### src/rtl/conv_pkg.sv
// shared constants and carrier types for the converter sequencer and current-sense control
// assumes a 16-bit register port on the die-to-die link side and one 100 MHz clock
package conv_pkg;

    // register offsets on the die-to-die register port
    localparam logic [7:0] OFS_SENSE_CTRL    = 8'h3c;
    localparam logic [7:0] OFS_CONV_CONFIG   = 8'h80;
    localparam logic [7:0] OFS_CHAN_SELECT   = 8'h82;
    localparam logic [7:0] OFS_CHAN_DONE     = 8'h84;
    localparam logic [7:0] OFS_RESULT_BASE   = 8'h86;
    localparam logic [7:0] OFS_RESULT_LAST   = 8'ha4;

    // current-sense control fields
    localparam int         SENSE_EN_BIT      = 7;
    localparam int         CHARGE_DIS_BIT    = 3;
    localparam int         GAIN_LSB          = 0;
    localparam int         GAIN_W            = 3;
    localparam logic [7:0] SENSE_CTRL_MASK   = 8'h8f;
    localparam logic [7:0] SENSE_CTRL_RESET  = 8'h00;

    // converter config fields
    localparam int         OFFSET_EN_BIT     = 15;
    localparam int         DIVIDER_LSB       = 0;
    localparam int         DIVIDER_W         = 6;
    localparam logic [15:0] CONV_CONFIG_MASK = 16'h803f;
    localparam logic [15:0] CONV_CONFIG_RESET = 16'h0000;

    // channel map; channel 13 has no input behind it
    localparam logic [15:0] CHAN_IMPL_MASK   = 16'hdfff;
    localparam logic [3:0] CH_LAST_EXTERNAL  = 4'h8;
    localparam logic [3:0] CH_SHUNT_CURRENT  = 4'h9;
    localparam logic [3:0] CH_BATTERY_LEVEL  = 4'ha;
    localparam logic [3:0] CH_DIE_TEMP       = 4'hb;
    localparam logic [3:0] CH_INTERNAL_SUPPLY = 4'hc;
    localparam logic [3:0] CH_SLEEP_BANDGAP  = 4'he;
    localparam logic [3:0] CH_CAL_REFERENCE  = 4'hf;

    // conversion timing in converter-clock cycles
    localparam logic [4:0] SAMPLE_CYCLES     = 5'h09;
    localparam logic [4:0] CONVERT_CYCLES    = 5'h12;
    localparam logic [4:0] GAP_CYCLES        = 5'h04;

    // offset compensation
    localparam int         RAW_W             = 10;
    localparam logic [9:0] CAL_IDEAL_CODE    = 10'h008;
    localparam int         RESULT_PAD        = 6;

    typedef enum logic [2:0] {
        SEQ_IDLE    = 3'b000,
        SEQ_COUNT   = 3'b001,
        SEQ_SAMPLE  = 3'b010,
        SEQ_CONVERT = 3'b011,
        SEQ_GAP     = 3'b100
    } seq_state_t;

    // one register access from the die-to-die link
    typedef struct packed {
        logic        wr;
        logic        rd;
        logic [7:0]  addr;
        logic [15:0] wdata;
    } reg_req_t;

    // controls toward the analog front end
    typedef struct packed {
        logic [3:0]  mux_channel;
        logic        sample;
        logic        convert;
        logic        charge_comp;
        logic        amp_enable;
        logic [2:0]  amp_gain;
    } analog_ctrl_t;

endpackage

### src/rtl/conv_clock_divider.sv
// programmable prescaler making the converter clock from the die link clock
// assumes the divide value is static while a sequence runs
`timescale 1ns/100ps
module conv_clock_divider #(
    parameter int DIV_W = 6
) (
    input  wire logic             clk,
    input  wire logic             rst_b,
    input  wire logic [DIV_W-1:0] divide,
    output logic                  tick,
    output logic                  converter_clock
);
    logic [DIV_W-1:0] count;
    wire              wrap = (count >= divide);

    if (DIV_W < 1) begin : g_check
        $error("conv_clock_divider: DIV_W must be at least 1");
    end

    // one tick every divide+1 link clocks; the pin clock toggles on each tick
    always_ff @(posedge clk or negedge rst_b) begin
        if (!rst_b) begin
            count           <= '0;
            tick            <= 1'b0;
            converter_clock <= 1'b0;
        end else begin
            count           <= wrap ? '0 : count + 1'b1;
            tick            <= wrap;
            converter_clock <= wrap ? ~converter_clock : converter_clock;
        end
    end
endmodule

### src/rtl/conv_sequencer.sv
// converter sequencer, offset compensation and current-sense control registers
// assumes register accesses arrive one per cycle on the link clock and the SAR raw code is held steady
// What this block does
// - channels 0 to 8 route the three port pins then six high-voltage inputs
// - channel 9 carries the amplified shunt current signal
// - channel 11 carries the die temperature sensor
// - channel 14 samples the sleep bandgap for a chain health check
// - channel 15 connects the calibration reference used for offset removal
// - offset compensation treats a code of 8 as the ideal reference result
// - compensation only when enable bit set and channel 15 selected at start
// - compensation works only in sequences that include channel 15, never for a single conversion
// - converter clock comes from a programmable divider of the link clock
// - each channel samples for 9 converter-clock cycles
// - each channel then converts for a further 18 cycles
// - counter steps 15, 0, 1 .. 14 one cycle each to the first channel
// - 4 cycles between one conversion's end and next sampling start
// - counting to the next channel overlaps the current conversion
// - control bit 7 enables the current-sense amplifier
// - control bit 3 set disables input-filter charge compensation
// - charge compensation runs in step with each sampling window when enabled
// - bits 2 to 0 select one of eight amplifier gains
// - channel-select write stops, clears done flags, restarts; zero stops
// - reading a result clears its done flag; results left-adjusted
`timescale 1ns/100ps
module conv_sequencer #(
    parameter int DIV_W = conv_pkg::DIVIDER_W
) (
    input  wire logic                        clk,
    input  wire logic                        rst_b,
    input  wire conv_pkg::reg_req_t          reg_req,
    output logic [15:0]                      reg_rdata,
    output logic                             reg_rvalid,
    input  wire logic [conv_pkg::RAW_W-1:0]  sar_raw,
    output conv_pkg::analog_ctrl_t           analog_ctrl,
    output logic                             converter_clock,
    output logic                             seq_busy
);
    // register state
    logic [7:0]                 sense_ctrl;
    logic [15:0]                conv_config;
    logic [15:0]                chan_select;
    logic [15:0]                chan_done;
    logic [conv_pkg::RAW_W-1:0] result [16];

    // sequencer state
    conv_pkg::seq_state_t       state;
    conv_pkg::seq_state_t       next_state;
    logic [3:0]                 chan;
    logic [4:0]                 phase;
    logic                       comp_armed;
    logic                       cal_valid;
    logic [conv_pkg::RAW_W-1:0] cal_raw;
    logic [conv_pkg::RAW_W-1:0] raw_meta;
    logic [conv_pkg::RAW_W-1:0] raw_sync;
    logic                       tick;

    if (DIV_W < 1 || DIV_W > conv_pkg::DIVIDER_W) begin : g_check
        $error("conv_sequencer: DIV_W out of the config field range");
    end

    // address decode
    wire        hit_sense  = (reg_req.addr == conv_pkg::OFS_SENSE_CTRL);
    wire        hit_config = (reg_req.addr == conv_pkg::OFS_CONV_CONFIG);
    wire        hit_select = (reg_req.addr == conv_pkg::OFS_CHAN_SELECT);
    wire        hit_done   = (reg_req.addr == conv_pkg::OFS_CHAN_DONE);
    wire        hit_result = (reg_req.addr >= conv_pkg::OFS_RESULT_BASE) &&
                             (reg_req.addr <= conv_pkg::OFS_RESULT_LAST) && !reg_req.addr[0];
    wire [7:0]  result_ofs = reg_req.addr - conv_pkg::OFS_RESULT_BASE;
    wire [3:0]  result_idx = result_ofs[4:1];
    wire        select_wr  = reg_req.wr && hit_select;
    wire        result_rd  = reg_req.rd && hit_result;

    // config fields
    wire             offset_en   = conv_config[conv_pkg::OFFSET_EN_BIT];
    wire [DIV_W-1:0] divide      = conv_config[conv_pkg::DIVIDER_LSB +: DIV_W];
    wire             amp_on      = sense_ctrl[conv_pkg::SENSE_EN_BIT];
    wire             charge_dis  = sense_ctrl[conv_pkg::CHARGE_DIS_BIT];
    wire [2:0]       gain        = sense_ctrl[conv_pkg::GAIN_LSB +: conv_pkg::GAIN_W];
    wire [15:0]      select_new  = reg_req.wdata & conv_pkg::CHAN_IMPL_MASK;

    // scan order 15, 0, 1 .. 14: position of a channel is channel+1 modulo 16
    function automatic logic [4:0] find_after(input logic [15:0] sel, input logic [3:0] cur);
        logic [4:0] found;
        logic [3:0] cand;
        found = 5'h10;
        for (int step = 15; step >= 1; step--) begin
            cand = 4'(int'(cur) + step);
            if (sel[cand] && (4'(cand + 4'h1) > 4'(cur + 4'h1))) begin
                found = {1'b0, cand};
            end
        end
        return found;
    endfunction

    wire [4:0] next_find  = find_after(chan_select, chan);
    wire       more_chan  = !next_find[4];
    wire       phase_end  = tick && (phase == 5'h01);
    wire       count_hit  = chan_select[chan];
    wire       conv_done  = (state == conv_pkg::SEQ_CONVERT) && phase_end;

    // offset compensation: subtract measured reference minus ideal, clamp to the code range
    wire        apply_comp = comp_armed && cal_valid && (chan != conv_pkg::CH_CAL_REFERENCE);
    wire [11:0] offset_amt = {2'b00, cal_raw} - {2'b00, conv_pkg::CAL_IDEAL_CODE};
    wire [11:0] comp_sum   = {2'b00, raw_sync} - offset_amt;
    wire [9:0]  comp_code  = comp_sum[11] ? 10'h000 : (comp_sum[10] ? 10'h3ff : comp_sum[9:0]);
    wire [9:0]  store_code = apply_comp ? comp_code : raw_sync;

    // sequencer next state on converter-clock ticks
    always_comb begin
        next_state = state;
        unique case (state)
            conv_pkg::SEQ_IDLE:    next_state = state;
            conv_pkg::SEQ_COUNT:   if (tick && count_hit) begin
                next_state = conv_pkg::SEQ_SAMPLE;
            end
            conv_pkg::SEQ_SAMPLE:  if (phase_end) begin
                next_state = conv_pkg::SEQ_CONVERT;
            end
            conv_pkg::SEQ_CONVERT: if (phase_end) begin
                next_state = more_chan ? conv_pkg::SEQ_GAP : conv_pkg::SEQ_IDLE;
            end
            conv_pkg::SEQ_GAP:     if (phase_end) begin
                next_state = conv_pkg::SEQ_SAMPLE;
            end
            default:               next_state = conv_pkg::SEQ_IDLE;
        endcase
    end

    // raw SAR code arrives from the analog die, so it is resynchronised first
    always_ff @(posedge clk or negedge rst_b) begin
        if (!rst_b) begin
            raw_meta <= '0;
            raw_sync <= '0;
        end else begin
            raw_meta <= sar_raw;
            raw_sync <= raw_meta;
        end
    end

    // converter clock prescaler
    conv_clock_divider #(
        .DIV_W           (DIV_W)
    ) u_divider (
        .clk             (clk),
        .rst_b           (rst_b),
        .divide          (divide),
        .tick            (tick),
        .converter_clock (converter_clock)
    );

    // sequencer state, channel counter and phase counter
    always_ff @(posedge clk or negedge rst_b) begin
        if (!rst_b) begin
            state <= conv_pkg::SEQ_IDLE;
            chan  <= conv_pkg::CH_CAL_REFERENCE;
            phase <= '0;
        end else if (select_wr) begin
            // a write aborts at once; an empty selection leaves the sequencer idle
            state <= (select_new == 16'h0000) ? conv_pkg::SEQ_IDLE : conv_pkg::SEQ_COUNT;
            chan  <= conv_pkg::CH_CAL_REFERENCE;
            phase <= '0;
        end else begin
            state <= next_state;
            if (state == conv_pkg::SEQ_COUNT && tick && !count_hit) begin
                chan <= chan + 4'h1;
            end
            if (state == conv_pkg::SEQ_GAP && phase_end) begin
                chan <= next_find[3:0];
            end
            if (tick) begin
                unique case (next_state)
                    conv_pkg::SEQ_SAMPLE:  phase <= (state != conv_pkg::SEQ_SAMPLE) ?
                                                    conv_pkg::SAMPLE_CYCLES : phase - 5'h01;
                    conv_pkg::SEQ_CONVERT: phase <= (state != conv_pkg::SEQ_CONVERT) ?
                                                    conv_pkg::CONVERT_CYCLES : phase - 5'h01;
                    conv_pkg::SEQ_GAP:     phase <= (state != conv_pkg::SEQ_GAP) ?
                                                    conv_pkg::GAP_CYCLES : phase - 5'h01;
                    default:               phase <= '0;
                endcase
            end
        end
    end

    // compensation arming and reference capture
    always_ff @(posedge clk or negedge rst_b) begin
        if (!rst_b) begin
            comp_armed <= 1'b0;
            cal_valid  <= 1'b0;
            cal_raw    <= '0;
        end else if (select_wr) begin
            comp_armed <= offset_en && select_new[conv_pkg::CH_CAL_REFERENCE];
            cal_valid  <= 1'b0;
        end else if (conv_done && chan == conv_pkg::CH_CAL_REFERENCE) begin
            cal_valid  <= 1'b1;
            cal_raw    <= raw_sync;
        end
    end

    // software registers; unused bits are masked so they hold zero
    always_ff @(posedge clk or negedge rst_b) begin
        if (!rst_b) begin
            sense_ctrl  <= conv_pkg::SENSE_CTRL_RESET;
            conv_config <= conv_pkg::CONV_CONFIG_RESET;
            chan_select <= '0;
        end else begin
            if (reg_req.wr && hit_sense) begin
                sense_ctrl <= reg_req.wdata[7:0] & conv_pkg::SENSE_CTRL_MASK;
            end
            if (reg_req.wr && hit_config) begin
                conv_config <= reg_req.wdata & conv_pkg::CONV_CONFIG_MASK;
            end
            if (select_wr) begin
                chan_select <= select_new;
            end
        end
    end

    // done flags: a completing conversion wins over a read-clear of the same flag
    always_ff @(posedge clk or negedge rst_b) begin
        if (!rst_b) begin
            chan_done <= '0;
        end else begin
            for (int i = 0; i < 16; i++) begin
                if (select_wr) begin
                    chan_done[i] <= 1'b0;
                end else if (conv_done && chan == 4'(i)) begin
                    chan_done[i] <= 1'b1;
                end else if (result_rd && result_idx == 4'(i)) begin
                    chan_done[i] <= 1'b0;
                end
            end
        end
    end

    // result storage, one slot per channel
    always_ff @(posedge clk or negedge rst_b) begin
        if (!rst_b) begin
            for (int i = 0; i < 16; i++) begin
                result[i] <= '0;
            end
        end else if (conv_done) begin
            result[chan] <= store_code;
        end
    end

    // read data mux; results sit left-adjusted with zero low bits
    wire [15:0] rd_mux = hit_sense  ? {8'h00, sense_ctrl} :
                         hit_config ? conv_config :
                         hit_select ? chan_select :
                         hit_done   ? chan_done :
                         hit_result ? {result[result_idx], {conv_pkg::RESULT_PAD{1'b0}}} :
                         16'h0000;

    // registered read answer, one cycle after the request
    always_ff @(posedge clk or negedge rst_b) begin
        if (!rst_b) begin
            reg_rdata  <= '0;
            reg_rvalid <= 1'b0;
        end else begin
            reg_rdata  <= reg_req.rd ? rd_mux : 16'h0000;
            reg_rvalid <= reg_req.rd;
        end
    end

    // analog front-end controls, registered so the mux never sees decode glitches
    wire in_sample  = (next_state == conv_pkg::SEQ_SAMPLE);
    wire in_convert = (next_state == conv_pkg::SEQ_CONVERT);
    always_ff @(posedge clk or negedge rst_b) begin
        if (!rst_b) begin
            analog_ctrl <= '0;
            seq_busy    <= 1'b0;
        end else begin
            // channel number drives the mux directly: 0..8 external, 9 shunt, 11 temp, 14 bandgap, 15 ref
            analog_ctrl.mux_channel <= select_wr ? conv_pkg::CH_CAL_REFERENCE :
                                       (state == conv_pkg::SEQ_GAP && phase_end) ? next_find[3:0] :
                                       chan;
            analog_ctrl.sample      <= !select_wr && in_sample;
            analog_ctrl.convert     <= !select_wr && in_convert;
            // charge compensation follows the sampling window only
            analog_ctrl.charge_comp <= !select_wr && in_sample && !charge_dis;
            analog_ctrl.amp_enable  <= amp_on;
            analog_ctrl.amp_gain    <= gain;
            seq_busy                <= select_wr ? (select_new != 16'h0000) :
                                       (next_state != conv_pkg::SEQ_IDLE);
        end
    end
endmodule
### config.mk
export PLATFORM = sky130hd
export DESIGN_NAME = conv_sequencer
export DESIGN_NICKNAME = d
export VERILOG_FILES = /design/src/rtl/conv_pkg.sv /design/src/rtl/conv_clock_divider.sv /design/src/rtl/conv_sequencer.sv
export SDC_FILE = /design/constraint.sdc
export NUM_CORES = 1
export LEC_CHECK = 0
export BUFFER_PORTS_ARGS = -buffer_cell sky130_fd_sc_hd__buf_2
export CAP_MARGIN = 20
export CORE_ASPECT_RATIO = 1.2
export CORE_UTILIZATION = 30
export DETAILED_ROUTE_END_ITERATION = 12
export SYNTH_ARGS = -nofsm -noshare
export SYNTH_HDL_FRONTEND = slang
export SYNTH_SLANG_ARGS = --single-unit
### constraint.sdc
create_clock -name clk -period 5.16 [get_ports clk]
set_input_delay 1.032 -clock clk [delete_from_list [all_inputs] [get_ports clk]]
set_output_delay 1.032 -clock clk [all_outputs]
set_load 0.01 [all_outputs]
### Word-level counts from Yosys, hierarchy flattened

Index checks and enable logic that the tools add are counted.
W data, S select, Z words.

| storage, ports and cells | value |
|---|---|
| register bits after elaboration | 284 |
| latch bits | 0 |
| RAM bits | 0 |
| bits in read-only memories | 0 |
| input port bits | 38 |
| word-level logic and storage cells | 407 |
| memories | 0 |

| cells by class | value |
|---|---|
| $add $sub $neg | 36 |
| multiply operators | 0 |
| divide/modulo/power cells | 0 |
| magnitude comparators | 37 |
| equality and inequality tests | 46 |
| shift-type cells | 0 |
| muxes and demuxes | 133 |
| bitwise gates (word level) | 4 |
| reduce and logical (&&, ||, !) cells | 96 |

Operators with widths:

| kind | count |
|---|---|
| $bwmux W160 | 1 |
| $mux W5 | 20 |
| $mux W16 | 6 |
| $lt A4 B5 Y1 const B | 16 |
| $add A4 B1 Y4 const B | 17 |
| $mux W1 | 68 |
| $logic_and A1 B1 Y1 | 66 |
| $bmux W1 S4 | 16 |
| $eq A4 B4 Y1 const B | 16 |
| $gt A4 B4 Y1 | 15 |
| $mux W10 | 6 |
| $reduce_bool A3 Y1 | 18 |
| $bmux W10 S4 | 1 |
| $demux W10 S4 | 1 |
| $add A4 B4 Y4 const B | 8 |
| $eq A4 B3 Y1 const B | 8 |
| $eq A8 B8 Y1 const B | 3 |
| $mux W4 | 5 |
| $mux W3 | 6 |
| $add A4 B3 Y4 const B | 4 |
| $eq A4 B2 Y1 const B | 4 |
| $logic_not A16 Y1 | 1 |
| $reduce_bool A16 Y1 | 1 |
| $pmux W3 S5 | 1 |
| 29 further kinds | 44 |

### Depth between registers and ports, before layout

Gate-level depths: netlist of the first run.

| logic depth | value |
|---|---|
| word-level depth | 26 |
| gate-level depth with buffers | 18 |
| gate-level depth less buffers | 15 |

### Cells and area by module

A second synthesis of the first run with hierarchy kept.

| second synthesis, totals | value |
|---|---|
| cell total of the unflattened synthesis | 1593 |
| area, all modules | 15821.4 sq um |

Modules (own cells, without submodules):

| module | times used | cells each | area an instance (sq um) |
|---|---|---|---|
| conv_sequencer | 1 | 1549 | 15356.0 |
| conv_clock_divider | 1 | 44 | 465.4 |

### Worst setup path before layout of the first run

No wires, ideal clock.

| path | value |
|---|---|
| path type | register -> register |
| from | reg chan[1] |
| to | reg phase[0] |
| data arrival time | 4454 ps |
| data required time | 5033 ps |
| path slack | 579 ps |
| stages on the path, launching flop included | 19 |
| clock period less this slack | 4581 ps |
| cells stage by stage | dfstp_2 > buf_4 > buf_2 > inv_1 > ha_1 > buf_2 > nor2_1 > nand2_1 > xnor2_1 > ha_1 > a21oi_1 > nor2_1 > a22o_1 > clkbuf_1 > or2_1 > or4_1 > o31a_1 > o211ai_2 > o21ai_1 |

| between the ends | value |
|---|---|
| cells in the longest elaborated chain, start to end | 26 |

RTL lines:

| what | line | RTL |
|---|---|---|
| from (decl) | conv_sequencer.sv:48 | `logic [3:0] chan;` |
| from (signal assigned) | conv_sequencer.sv:155 | `chan <= conv_pkg::CH_CAL_REFERENCE;` |
| from (signal assigned) | conv_sequencer.sv:160 | `chan <= conv_pkg::CH_CAL_REFERENCE;` |
| from (signal assigned) | conv_sequencer.sv:165 | `chan <= chan + 4'h1;` |
| $add A4 B4 Y4 | conv_sequencer.sv:87 | `cand = 4'(int'(cur) + step);` |
| $add A4 B1 Y4 / $bmux W1 S4 (equally long branches) | conv_sequencer.sv:88 | `if (sel[cand] && (4'(cand + 4'h1) > 4'(cur + 4'h1))) begin` |
| $gt A4 B4 Y1 / $mux W1 (equally long branches) | conv_sequencer.sv:88 |  |
| $logic_and A1 B1 Y1 | conv_sequencer.sv:88 |  |
| $mux W5 (15 in a row) | conv_sequencer.sv:88 |  |
| $mux W3 | conv_sequencer.sv:120 | `next_state = more_chan ? conv_pkg::SEQ_GAP : conv_pkg::SEQ_IDLE;` |
| $mux W3 | conv_sequencer.sv:119 | `conv_pkg::SEQ_CONVERT: if (phase_end) begin` |
| $pmux W3 S5 * | conv_sequencer.sv:111 | `unique case (state)` |
| $eq A3 B3 Y1 / $eq A3 B2 Y1 (equally long branches) | conv_sequencer.sv:171 | `unique case (next_state)` |
| $pmux W5 S3 * | conv_sequencer.sv:171 |  |
| $mux W5 * | conv_sequencer.sv:170 | `if (tick) begin` |
| $mux W5 * | conv_sequencer.sv:157 | `end else if (select_wr) begin` |
| to (signal assigned) | conv_sequencer.sv:172 | `conv_pkg::SEQ_SAMPLE: phase <= (state != conv_pkg::SEQ_SAMPLE) ?` |
| to (signal assigned) | conv_sequencer.sv:174 | `conv_pkg::SEQ_CONVERT: phase <= (state != conv_pkg::SEQ_CONVERT) ?` |
| to (signal assigned) | conv_sequencer.sv:176 | `conv_pkg::SEQ_GAP: phase <= (state != conv_pkg::SEQ_GAP) ?` |
| to (decl) | conv_sequencer.sv:49 | `logic [4:0] phase;` |

Every way passes the cells marked *; elsewhere a longest branch is shown, timed or not. The select of a mux whose other input is x is not followed.
A chain may end at the register's enable or synchronous reset.

### Worst setup path in the final report of the first run

Ends and elaborated chain as after synthesis.

==> summary.txt, run 1 <==
Status
  – Outcome: complete, no violations

Worst setup path
  – Slowest CP cell: dfstp_2
  – R2R depth: 14
  – Critical Path AT: 5.28 ns
  – Cell family with most CP delay: compound AO/OA/AOI/OAI gates
  – CP cell instances: inv_1, buf_4, ha_1, a21oi_1, xnor2_1, xnor2_1, ha_1, a211oi_1, a211oi_1, a21o_1, or4_1, o31a_1, o211ai_2, o21ai_1
  – Reg2reg end: phase[0]
  – Worst EP required: 5.63 ns
  – Worst-path fanout max: 13
  – RR Startpoint: chan[1]
  – R2R Setup Slk: 0.35 ns
  – Max incr delay on CP: 0.75 ns
  – Startpoint Class: flip-flop
  – Worst Path Buf+Inv: 2
  – CP Class: flip-flop to flip-flop
  – CP Capture Type: flip-flop

Logic synthesis
  – Synth Instances: 1634
  – Post-synthesis cell area: 0.0158 sq mm
  – Seq/Total Area, Yosys: 0.449
  – Main synth FF type: dfrtp_1
  – Syn Area/Cell: 9.70 sq um
  – Ys async rst share: 1.00
  – Syn nets: 1731
  – Number of flops mapped to enable cells by yosys: 0
  – Synth warn: 0
  – Yosys cell types: 83
  – #FFs+latches synth: 284

Clocking
  – CTS tree: built
  – Hold_buf cts: 0
  – CTS buffer count: 30
  – Deepest clock path buffer count: 3
  – Resize count post-CTS: 0
  – Reg clk slew, reported paths: 0.06 ns
  – Clock latency on the worst-skew pair: 0.59 ns
  – CTS Root Cell: clkbuf_16
  – CTS HTree Levels: 1
  – Clock sinks: 284
  – Post-CTS Setup Inserts: 0

Routing
  – DR DRC count: 0
  – Final wirelength: 46.0 mm
  – Post-DRT Antenna Nets: 0
  – Met3 routed WL: 1.99 mm
  – Met2 wire len: 23.2 mm
  – Highest routed metal layer: met4
  – Via density: 5.24
  – Wl on met1: 19.5 mm
  – Wire per inst: 19.3 microns
  – Routed vias: 12500
  – Drt pass-1 iters: 5
  – Initial DRC count: 887

STA
  – Unrepaired setup endpoints after global routing: no
  – Setup Viol. Count Final: 0
  – Fin crit share: 0.932
  – Setup_tns: 0 ns
  – Max frequency: 208 MHz
  – Worst slew pin tran: 1.03 ns
  – Slew Limit Fails: 0
  – Clk_skew: 0.0260 ns
  – Tmin final: 4.81 ns
  – Max transition margin: 0.313
  – Final Hold Fails: 0

Pwr
  – Clock share of power: 0.261
  – Leak pwr: 8.22 nW
  – Reg power frac: 0.300
  – Worst VDD drop: 0.298 mV
  – Psw: 3.28 mW
  – Switching Share: 0.398
  – PwrDens: 457 mW/mm^2
  – Share of power burned in combinational logic: 0.439
  – Internal Dissipation: 4.96 mW

Floorplan
  – Starting Density: 0.306
  – Die area: 0.0537 sq mm
  – Die Y: 254 microns
  – Core footprint: 0.0518 sq mm
  – Die Wd: 212 microns
  – I/O Pins: 68
  – Row count: 91

Finish
  – Share of cells above drive strength 1: 0.164
  – Area of the multi-input gates: 0.00813 sq mm
  – Register area: 0.00711 sq mm
  – Final Core Density: 0.348
  – Synthesis-to-layout area growth: 13.8%
  – Fillers: 5238
  – Antenna diodes: 0
  – Final #Nets: 1769

Global route
  – Global-route wire length before repair: 72.2 mm
  – Initial antenna violation count: 0
  – Congestion Overflow GR: 0
  – Vias in the first global route: 12600
  – GR Util All Layers: 0.173
  – Largest net degree at the start of global routing: 114

Job
  – Max_cap viols: 0

Place
  – Routability cong.: 0.977
  – PortBufs: 66
  – DP HPWL: 33.1 mm

Hold path
  – Hold endpoint: raw_sync[9]
  – Hold Path Cell Cnt: 0
  – Worst hold start: raw_meta[9]
  – Worst Hold Class: flip-flop to flip-flop
-- how the worst max path moves through the flow --
stage	start	endpoint	slack, ns	cells past startpoint
6_report	chan[1]	phase[0]	0.35	14
5_1_grt	chan[1]	phase[4]	0.13	14
4_1_cts	chan[1]	phase[3]	0.40	14
3_5_place_dp	chan[1]	phase[3]	0.43	14
3_3_place_gp	chan[1]	phase[3]	0.48	14
2_1_floorplan	chan[1]	phase[0]	0.58	18
-- worst reg2reg max path, stage by stage (launching register included) --
cell	delay [ns]
dfstp_2	0.75
inv_1	0.11
buf_4	0.20
ha_1	0.23
a21oi_1	0.25
xnor2_1	0.36
xnor2_1	0.20
ha_1	0.32
a211oi_1	0.50
a211oi_1	0.20
a21o_1	0.32
or4_1	0.53
o31a_1	0.36
o211ai_2	0.26
o21ai_1	0.10
-- per-layer routing --
layer	global-route usage	vias to the layer above
met5	0	-
met4	0.0584	0
met1	0.222	6212
met3	0.0167	79
li1	-	5923
met2	0.304	318
-- logic make-up after synthesis --
| group | synth area share |
|---|---|
| AO/OA/AOI/OAI | 0.171 |
| XOR/XNOR | 0.0209 |
| adder cells (fa/ha/maj) | 0.0471 |
| buffers and inverters | 0.0394 |
| flip-flops | 0.449 |
| multiplexers | 0.119 |
| AND/OR/NAND/NOR | 0.154 |
-- cell usage in the layout (no fill, tap or decap), drive strengths merged, types with 5 or more instances in the layout --
cell,n
nor3b,7
nand2,166
and2,21
a22oi,10
inv,46
o211a,6
mux2i,26
nor2b,17
a211oi,17
o211ai,10
a21o,11
xor2,10
ha,58
o2111ai,6
nor2,221
clkbuf,36
and3,22
a21boi,15
a222oi,8
dfrtp,280
a21oi,181
xnor2,27
nand3,23
nor3,22
nand2b,11
or2,6
a31oi,45
o32ai,5
mux2,32
buf,115
nor4,6
o21ai,75
clkinv,14
clkinvlp,5
o31ai,7
mux4,56
-- state kept, by name (all words and copies together), names as in the netlist --
| signal | flops |
|---|---|
| state | 3 |
| u_divider.tick | 1 |
| phase | 5 |
| result | 160 |
| raw_meta | 10 |
| chan_done | 16 |
| chan | 4 |
| cal_valid | 1 |
| comp_armed | 1 |
| analog_ctrl | 11 |
| reg_rvalid | 1 |
| cal_raw | 10 |
| conv_config | 7 |
| raw_sync | 10 |
| u_divider.count | 6 |
| seq_busy | 1 |
| chan_select | 15 |
| sense_ctrl | 5 |
| u_divider.converter_clock | 1 |
| reg_rdata | 16 |
-- cell usage after synthesis, drive strengths merged, types with 5 or more instances --
cell type | number | area share
a211oi | 17 | 0.0081
a21boi | 15 | 0.0071
a21o | 11 | 0.0052
a21oi | 181 | 0.057
a222oi | 8 | 0.0051
a22oi | 10 | 0.0047
a31oi | 45 | 0.018
and2 | 21 | 0.0083
and3 | 22 | 0.0087
buf | 17 | 0.0060
clkbuf | 93 | 0.022
dfrtp | 280 | 0.44
ha | 58 | 0.046
inv | 45 | 0.011
mux2 | 32 | 0.023
mux2i | 26 | 0.016
mux4 | 56 | 0.080
nand2 | 166 | 0.039
nand2b | 11 | 0.0043
nand3 | 23 | 0.0076
nor2 | 221 | 0.052
nor2b | 17 | 0.0067
nor3 | 22 | 0.0073
nor3b | 7 | 0.0033
nor4 | 6 | 0.0024
o2111ai | 6 | 0.0033
o211a | 6 | 0.0038
o211ai | 10 | 0.0051
o21ai | 75 | 0.024
o31ai | 7 | 0.0033
o32ai | 5 | 0.0028
or2 | 6 | 0.0024
xnor2 | 27 | 0.015
xor2 | 10 | 0.0060
-- area by class of cell --
type | count | share of cell area
clock inverter | 19 | 0.0111
clock buffer | 35 | 0.0432
timing repair buffer | 116 | 0.0418
inverter | 48 | 0.00999
sequential | 284 | 0.395
tap | 697 | 0.0484
multi-input combinational | 1192 | 0.451
-- power by group through the flow --
| stage | Combinational (mW) | Clock [mW] | Sequential, mW |
|---|---|---|---|
| 2_1_floorplan | 2.48 | 0 | 2.46 |
| 6_report | 3.62 | 2.15 | 2.47 |
| 3_5_place_dp | 3.57 | 0 | 2.51 |
| 3_3_place_gp | 3.53 | 0 | 2.51 |
| 5_1_grt | 3.98 | 2.29 | 2.49 |
| 4_1_cts | 3.59 | 2.20 | 2.47 |
-- per-stage QoR --
step / power (mW) / hold WS [ns] / std cells / instance area (sq um) / setup slack (ns)
floorplan: 4.93 / 0.331 / 1634 / 15800 / 0.579
global placement: 6.04 / 0.335 / 2336 / 17000 / 0.477
detailed placement: 6.08 / 0.335 / 2336 / 17000 / 0.434
CTS: 8.26 / 0.352 / 2390 / 18000 / 0.401
global route: 8.76 / 0.359 / 2391 / 18000 / 0.130
finish: 8.24 / 0.353 / 2391 / 18000 / 0.349
Power figures use the tool's default switching activity.
==> run 2: changes to the inputs <==
==> constraint.sdc (replaced) <==
create_clock -name clk -period 5.16 [get_ports clk]
set_input_delay 0.516 -clock clk [delete_from_list [all_inputs] [get_ports clk]]
set_output_delay 0.516 -clock clk [all_outputs]
set_load 0.01 [all_outputs]
==> run 2 against run 1 <==
Sequential share of layout area grew 0.066 points. Setup slack gained 0.013 ns. Critical path depth decreased by 1. Sequential power is essentially flat. Combinational power barely moved. Hold slack got worse by 0.31 ns. Die area did not move. Largest cell class unchanged.
==> summary.txt, run 2 (synthesis results as in run 1) <==
Finish
  – Synthesis-to-layout area growth: 13.6%
  – Non-filler cells, final: 2386 (-0.21%)
  – Largest reg by FF count: result
  – Antenna diodes: 0 (unchanged)
  – Share of cells above drive strength 1: 0.162 (-0.00188)
  – Commonest cells after routing, fill and taps aside: 280 x dfrtp_1, 221 x nor2_1, 181 x a21oi_1, 166 x nand2_1, 70 x o21ai_0
  – Leading registers by flop count: result: 160 flops, chan_done: 16 flops, reg_rdata: 16 flops
  – Leading cell type in the layout, fill and taps excluded: dfrtp_1
  – Final Core Density: 0.347 (-0.000579)
  – Fillers: 5256 (+0.34%)
  – Final #Nets: 1768 (-0.057%)
  – Largest register FFs: 160 (unchanged)

Floorplan
  – Die Wd: 212 microns (unchanged)
  – Die Y: 254 microns (unchanged)
  – Row count: 91 (unchanged)
  – I/O Pins: 68 (unchanged)
  – Starting Density: 0.306 (unchanged)
  – Die area: 0.0537 sq mm (unchanged)
  – Core footprint: 0.0518 sq mm (unchanged)

STA
  – Unrepaired setup endpoints after global routing: no
  – Clk_skew: 0.0160 ns (-0.0100 ns)
  – Slew Limit Fails: 0 (unchanged)
  – Tmin final: 4.80 ns (-0.0133 ns)
  – Max frequency: 208 MHz (+0.28%)
  – Setup Viol. Count Final: 0 (unchanged)
  – Final Hold Fails: 0 (unchanged)
  – Setup_tns: 0 ns (unchanged)
  – Worst Hold Slack: 0.0449 ns (-0.308 ns)
  – Fin crit share: 0.930 (-0.00259)
  – Worst slew pin tran: 1.02 ns (-0.00157 ns)
  – Max transition margin: 0.314 (+0.00105)
  – Final worst slack: 0.362 ns (+0.0133 ns)

Worst setup path
  – Slowest CP cell: dfstp_2
  – CP cell instances: ha_1, a21oi_1, xnor2_1, xnor2_1, ha_1, a211oi_1, a211oi_1, a21oi_1, a21oi_1, a211oi_1, o21ai_0, o21ai_0, o21ai_0
  – CP Capture Type: flip-flop
  – Worst Path Buf+Inv: 0 (-2)
  – Cell family with most CP delay: compound AO/OA/AOI/OAI gates
  – Startpoint Class: flip-flop
  – Termination of the worst setup path: analog_ctrl[10]
  – R2R Setup Slk: 0.36 ns (about the same)
  – Crit path depth: 13 (-1)
  – CP Class: flip-flop to flip-flop
  – Critical Path Source: chan[2]
  – RR Startpoint: chan[2]
  – Critical Path AT: 5.23 ns (-0.05 ns)
  – Reg2reg end: analog_ctrl[10]
  – R2R depth: 13 (-1)
  – Worst EP required: 5.59 ns (-0.04 ns)
  – Worst-path fanout max: 19 (+6)
  – Max incr delay on CP: 0.85 ns (+0.10 ns)

Routing
  – Drt pass-1 iters: 5 (unchanged)
  – Via density: 5.28 (+0.78%)
  – Wire per inst: 19.6 microns (+1.9%)
  – DR DRC count: 0 (unchanged)
  – Routed vias: 12600 (+0.57%)
  – Post-DRT Antenna Nets: 0 (unchanged)
  – Final wirelength: 46.8 mm (+1.7%)
  – Initial DRC count: 1105 (+25%)

Clocking
  – CTS tree: built
  – CTS HTree Levels: 1 (unchanged)
  – CTS Root Cell: clkbuf_16
  – Post-CTS Setup Inserts: 0 (unchanged)
  – Clock sinks: 284 (unchanged)
  – Reg clk slew, reported paths: 0.06 ns (about the same)
  – CTS buffer count: 30 (unchanged)
  – Clock latency on the worst-skew pair: 0.57 ns (-0.02 ns)
  – Deepest clock path buffer count: 3 (unchanged)

Pwr
  – Worst VDD drop: 0.235 mV (-21%)
  – Leak pwr: 8.23 nW (+0.10%)
  – PwrDens: 460 mW/mm^2 (+0.70%)

Job
  – Max_cap viols: 0 (unchanged)

Place
  – Pre-CTS setup slack: 0.501 ns (+0.0667 ns)
  – Routability cong.: 0.942 (-3.5%)
  – DP HPWL: 33.3 mm (+0.68%)
  – # placed instances: 2334 (-0.086%)
  – PortBufs: 66 (unchanged)

Global route
  – Global-route wire length before repair: 73.1 mm (+1.2%)
  – Initial antenna violation count: 1 (+1)
  – GR Util All Layers: 0.176 (+0.00223)
  – Vias in the first global route: 12600 (+0.024%)
  – Largest net degree at the start of global routing: 112 (-1.8%)
  – Congestion Overflow GR: 0 (unchanged)

Hold path
  – Worst Hold Class: input port to flip-flop

Status
  – Outcome: complete, no violations
## run 2: cell count changes in the layout (fill, tap and decap cells not counted), moves of 2 or more
cell,delta
clkinv_4,-3
buf_12,-2
clkinvlp_4,-5
clkbuf_1,-2
inv_6,+2
clkbuf_8,+8
clkinv_2,-2
## run 2: metal layers
| metal | up-vias | share of wire | routed length [microns] | GRT usage |
|---|---|---|---|---|
| li1 | 5921 | - | - | - |
| met1 | 6241 | 0.42 | 19600 | 0.224 |
| met2 | 356 | 0.50 | 23300 | 0.303 |
| met3 | 85 | 0.052 | 2450 | 0.0243 |
| met4 | 0 | 0.031 | 1470 | 0.0617 |
| met5 | - | 0 | 0 | 0 |
## run 2: worst register-to-register path: cells and delay by family (launching register included)
kind | cells | cell delay, ns
XOR/XNOR | 2 | 0.74
flip-flops | 1 | 0.85
AO/OA/AOI/OAI | 9 | 2.34
adder cells (fa/ha/maj) | 2 | 0.71
## run 2: through the flow
step	area (sq um)	total power [mW]
6_report	18000	8.28
5_1_grt	18000	8.79
4_1_cts	18000	8.28
3_5_place_dp	17000	6.08
3_3_place_gp	17000	6.05
2_1_floorplan	15800	4.93
## run 2: worst min-delay path by stage
stage,depth (start not counted),slack (ns),to,from
4_1_cts,1,0.02,raw_meta[1],sar_raw[1]
6_report,1,0.04,raw_meta[1],sar_raw[1]
3_5_place_dp,0,0.33,raw_sync[6],raw_meta[6]
3_3_place_gp,0,0.33,raw_sync[4],raw_meta[4]
2_1_floorplan,0,0.22,analog_ctrl[0],rst_b
5_1_grt,1,0.03,raw_meta[1],sar_raw[1]
## run 2: repair_timing
item	CTS	global route
hold endpoints to repair	64	0
hold buffers	1	0
gates resized for setup	0	0
## run 2: final cells by class
| type | count | area, sq um | area share |
|---|---|---|---|
| sequential | 284 | 7110 | 0.395 |
| inverter | 48 | 180 | 0.0100 |
| multi-input combinational | 1192 | 8130 | 0.452 |
| tap | 697 | 872 | 0.0485 |
| clock inverter | 8 | 72.6 | 0.00403 |
| timing repair buffer | 115 | 723 | 0.0402 |
| clock buffer | 42 | 907 | 0.0504 |
## run 2: power breakdown
| group | internal [mW] | switching, mW | leakage (nW) | total, mW |
|---|---|---|---|---|
| clock network | 1.26 | 0.899 | 0.492 | 2.16 |
| logic | 1.42 | 2.21 | 3.92 | 3.63 |
| registers | 2.34 | 0.147 | 3.81 | 2.49 |
| total | 5.03 | 3.25 | 8.23 | 8.28 |
==> run 3: changes to the inputs <==
- CTS_BUF_LIST: not set -> sky130_fd_sc_hd__clkbuf_8
==> run 3 against run 2 <==
Global-route usage grew 0.24 points. Critical path depth unchanged. Power decreased by 0.66%. Sequential share of layout area down 0.26 points. Critical endpoint unchanged. Largest cell class unchanged.
==> summary.txt, run 3 (synthesis results as in run 1) <==
Status
  – Outcome: complete, no violations

Global route
  – GR Util All Layers: 0.178 (+0.00237)
  – Global-route wire length before repair: 73.7 mm (+0.92%)
  – Vias in the first global route: 12700 (+1.3%)
  – Initial antenna violation count: 3 (+2)
  – Largest net degree at the start of global routing: 112 (unchanged)
  – Congestion Overflow GR: 0 (unchanged)

Routing
  – Wire per inst: 19.4 microns (-1.1%)
  – Post-DRT Antenna Nets: 0 (unchanged)
  – Highest routed metal layer: met4
  – Via density: 5.24 (-0.75%)
  – Met3 routed WL: 2.59 mm (+5.5%)
  – DR DRC count: 0 (unchanged)
  – Wl on met1: 19.7 mm (+0.55%)
  – Routed vias: 12800 (+1.3%)
  – Met2 wire len: 23.2 mm (-0.41%)
  – Final wirelength: 47.2 mm (+0.90%)
  – Drt pass-1 iters: 8 (+3)
  – Initial DRC count: 1097 (-0.72%)

Pwr
  – Reg power frac: 0.302 (+0.002)
  – Overall power: 8.23 mW (-0.66%)
  – Switching Share: 0.404 (+0.0115)
  – Leak pwr: 8.36 nW (+1.6%)
  – PwrDens: 454 mW/mm^2 (-1.3%)
  – Share of power burned in combinational logic: 0.443 (+0.004)
  – Clock share of power: 0.254 (-0.007)
  – Psw: 3.33 mW (+2.2%)
  – Internal Dissipation: 4.90 mW (-2.5%)
  – Worst VDD drop: 0.220 mV (-6.2%)

Floorplan
  – Core footprint: 0.0518 sq mm (unchanged)
  – Die Y: 254 microns (unchanged)
  – Row count: 91 (unchanged)
  – Die Wd: 212 microns (unchanged)
  – Die area: 0.0537 sq mm (unchanged)
  – Starting Density: 0.306 (unchanged)
  – I/O Pins: 68 (unchanged)

Worst setup path
  – CP Capture Type: flip-flop
  – Worst-path fanout max: 19 (unchanged)
  – CP Class: flip-flop to flip-flop
  – Worst EP required: 5.63 ns (+0.04 ns)
  – CP cell instances: ha_1, a21oi_1, xnor2_1, xnor2_1, ha_1, a211oi_1, a211oi_1, a21oi_1, a21oi_1, a211oi_1, o21ai_0, o21ai_0, o21ai_0
  – Startpoint Class: flip-flop
  – Slowest CP cell: dfstp_2
  – R2R Setup Slk: 0.34 ns (-0.02 ns)
  – Max incr delay on CP: 0.86 ns (about the same)
  – Critical Path AT: 5.29 ns (+0.06 ns)
  – Worst Path Buf+Inv: 0 (unchanged)
  – Cell family with most CP delay: compound AO/OA/AOI/OAI gates

Clocking
  – CTS HTree Levels: 2 (+1)
  – CTS Root Cell: clkbuf_8
  – Deepest clock path buffer count: 3 (unchanged)
  – Clock latency on the worst-skew pair: 0.61 ns (+0.04 ns)
  – Resize count post-CTS: 0 (unchanged)
  – Clock sinks: 284 (unchanged)
  – Reg clk slew, reported paths: 0.07 ns (about the same)
  – CTS buffer count: 48 (+60%)
  – CTS tree: built

Finish
  – Largest reg by FF count: result
  – Largest register FFs: 160 (unchanged)
  – Share of cells above drive strength 1: 0.169 (+0.00772)
  – Leading registers by flop count: result: 160 flops, chan_done: 16 flops, reg_rdata: 16 flops
  – Final #Nets: 1796 (+1.6%)
  – Synthesis-to-layout area growth: 14.3%
  – Register area: 0.00711 sq mm (unchanged)
  – Leading cell type in the layout, fill and taps excluded: dfrtp_1
  – Commonest cells after routing, fill and taps aside: 280 x dfrtp_1, 221 x nor2_1, 181 x a21oi_1, 166 x nand2_1, 70 x o21ai_0
  – Area of the multi-input gates: 0.00813 sq mm (unchanged)
  – Fillers: 5248 (-0.15%)

STA
  – Unrepaired setup endpoints after global routing: no
  – Final Hold Fails: 0 (unchanged)
  – Max frequency: 208 MHz (-0.42%)
  – Max transition margin: 0.312 (-0.00122)
  – Setup_tns: 0 ns (unchanged)
  – Clk_skew: 0.0373 ns (+0.0214 ns)
  – Slew Limit Fails: 0 (unchanged)
  – Setup Viol. Count Final: 0 (unchanged)
  – Fin crit share: 0.934 (+0.00395)
  – Worst slew pin tran: 1.03 ns (+0.00182 ns)
  – Tmin final: 4.82 ns (+0.0204 ns)

Place
  – DP HPWL: 33.3 mm (unchanged)
  – PortBufs: 66 (unchanged)
  – Routability cong.: 0.942 (unchanged)

Job
  – Max_cap viols: 0 (unchanged)

Hold path
  – Worst Hold Class: input port to flip-flop
[run 3: changes by cell type in the layout (fill, tap and decap cells not counted), sizes merged]
| cell | before | now |
|---|---|---|
| diode | 0 | 2 |
| inv | 47 | 66 |
| bufinv | 1 | 2 |
| clkbuf | 42 | 58 |
| clkinvlp | 0 | 1 |
| dlygate4sd3 | 1 | 11 |
[run 3: worst min-delay path, delay by kind of cell]
kind / cells / cell delay, ns
buf+inv: 1 / 0.09
simple gates: 2 / 0.09
[run 3: area by class of cell]
class	instances	area share
multi-input cells	1192	0.449
diodes	2	0.000276
repair buffers	125	0.0454
flip-flops and latches	284	0.393
well taps	697	0.0481
clock buffers	58	0.0441
inverters	48	0.00994
clock inverters	29	0.0108
[run 3: metal layers]
metal	track usage	up-vias
met1	0.225	6279
met3	0.0281	105
met4	0.0714	0
li1	-	5981
met2	0.302	400
met5	0	-
[run 3: final timing paths]
kind / startpoint / end / cells after the start
max: chan[2] / analog_ctrl[10] / 13
min: reg_req[9] / chan_select[9] / 3
max reg2reg: chan[2] / analog_ctrl[10] / 13
min reg2reg: raw_meta[6] / raw_sync[6] / 0
max in group asynchronous: rst_b / result[65] / 3
min in group asynchronous: rst_b / reg_rdata[9] / 2
[run 3: power by group through the flow]
stage / logic [mW] / clock network, mW / registers [mW]
final: 3.65 / 2.09 / 2.49
after global routing: 3.98 / 2.25 / 2.50
after CTS: 3.59 / 2.15 / 2.49
after detailed placement: 3.56 / 0 / 2.53
after global placement: 3.53 / 0 / 2.52
after floorplan: 2.48 / 0 / 2.46
[run 3: what timing repair did]
item	4_1_cts	5_1_grt
setup buffers	0	0
hold endpoints to repair	74	0
hold buffers	11	0
[run 3: metrics by stage]
step | instances | hold WS, ns | setup slack, ns | instance area (sq um) | utilization
4_1_cts | 2432 | 0.109 | 0.467 | 18100 | 0.350
3_5_place_dp | 2334 | 0.335 | 0.501 | 17000 | 0.328
2_1_floorplan | 1634 | 0.220 | 0.579 | 15800 | -
3_3_place_gp | 2334 | 0.334 | 0.563 | 17000 | 0.328
6_report | 2435 | 0.144 | 0.341 | 18100 | 0.350
5_1_grt | 2434 | 0.146 | 0.175 | 18100 | 0.350
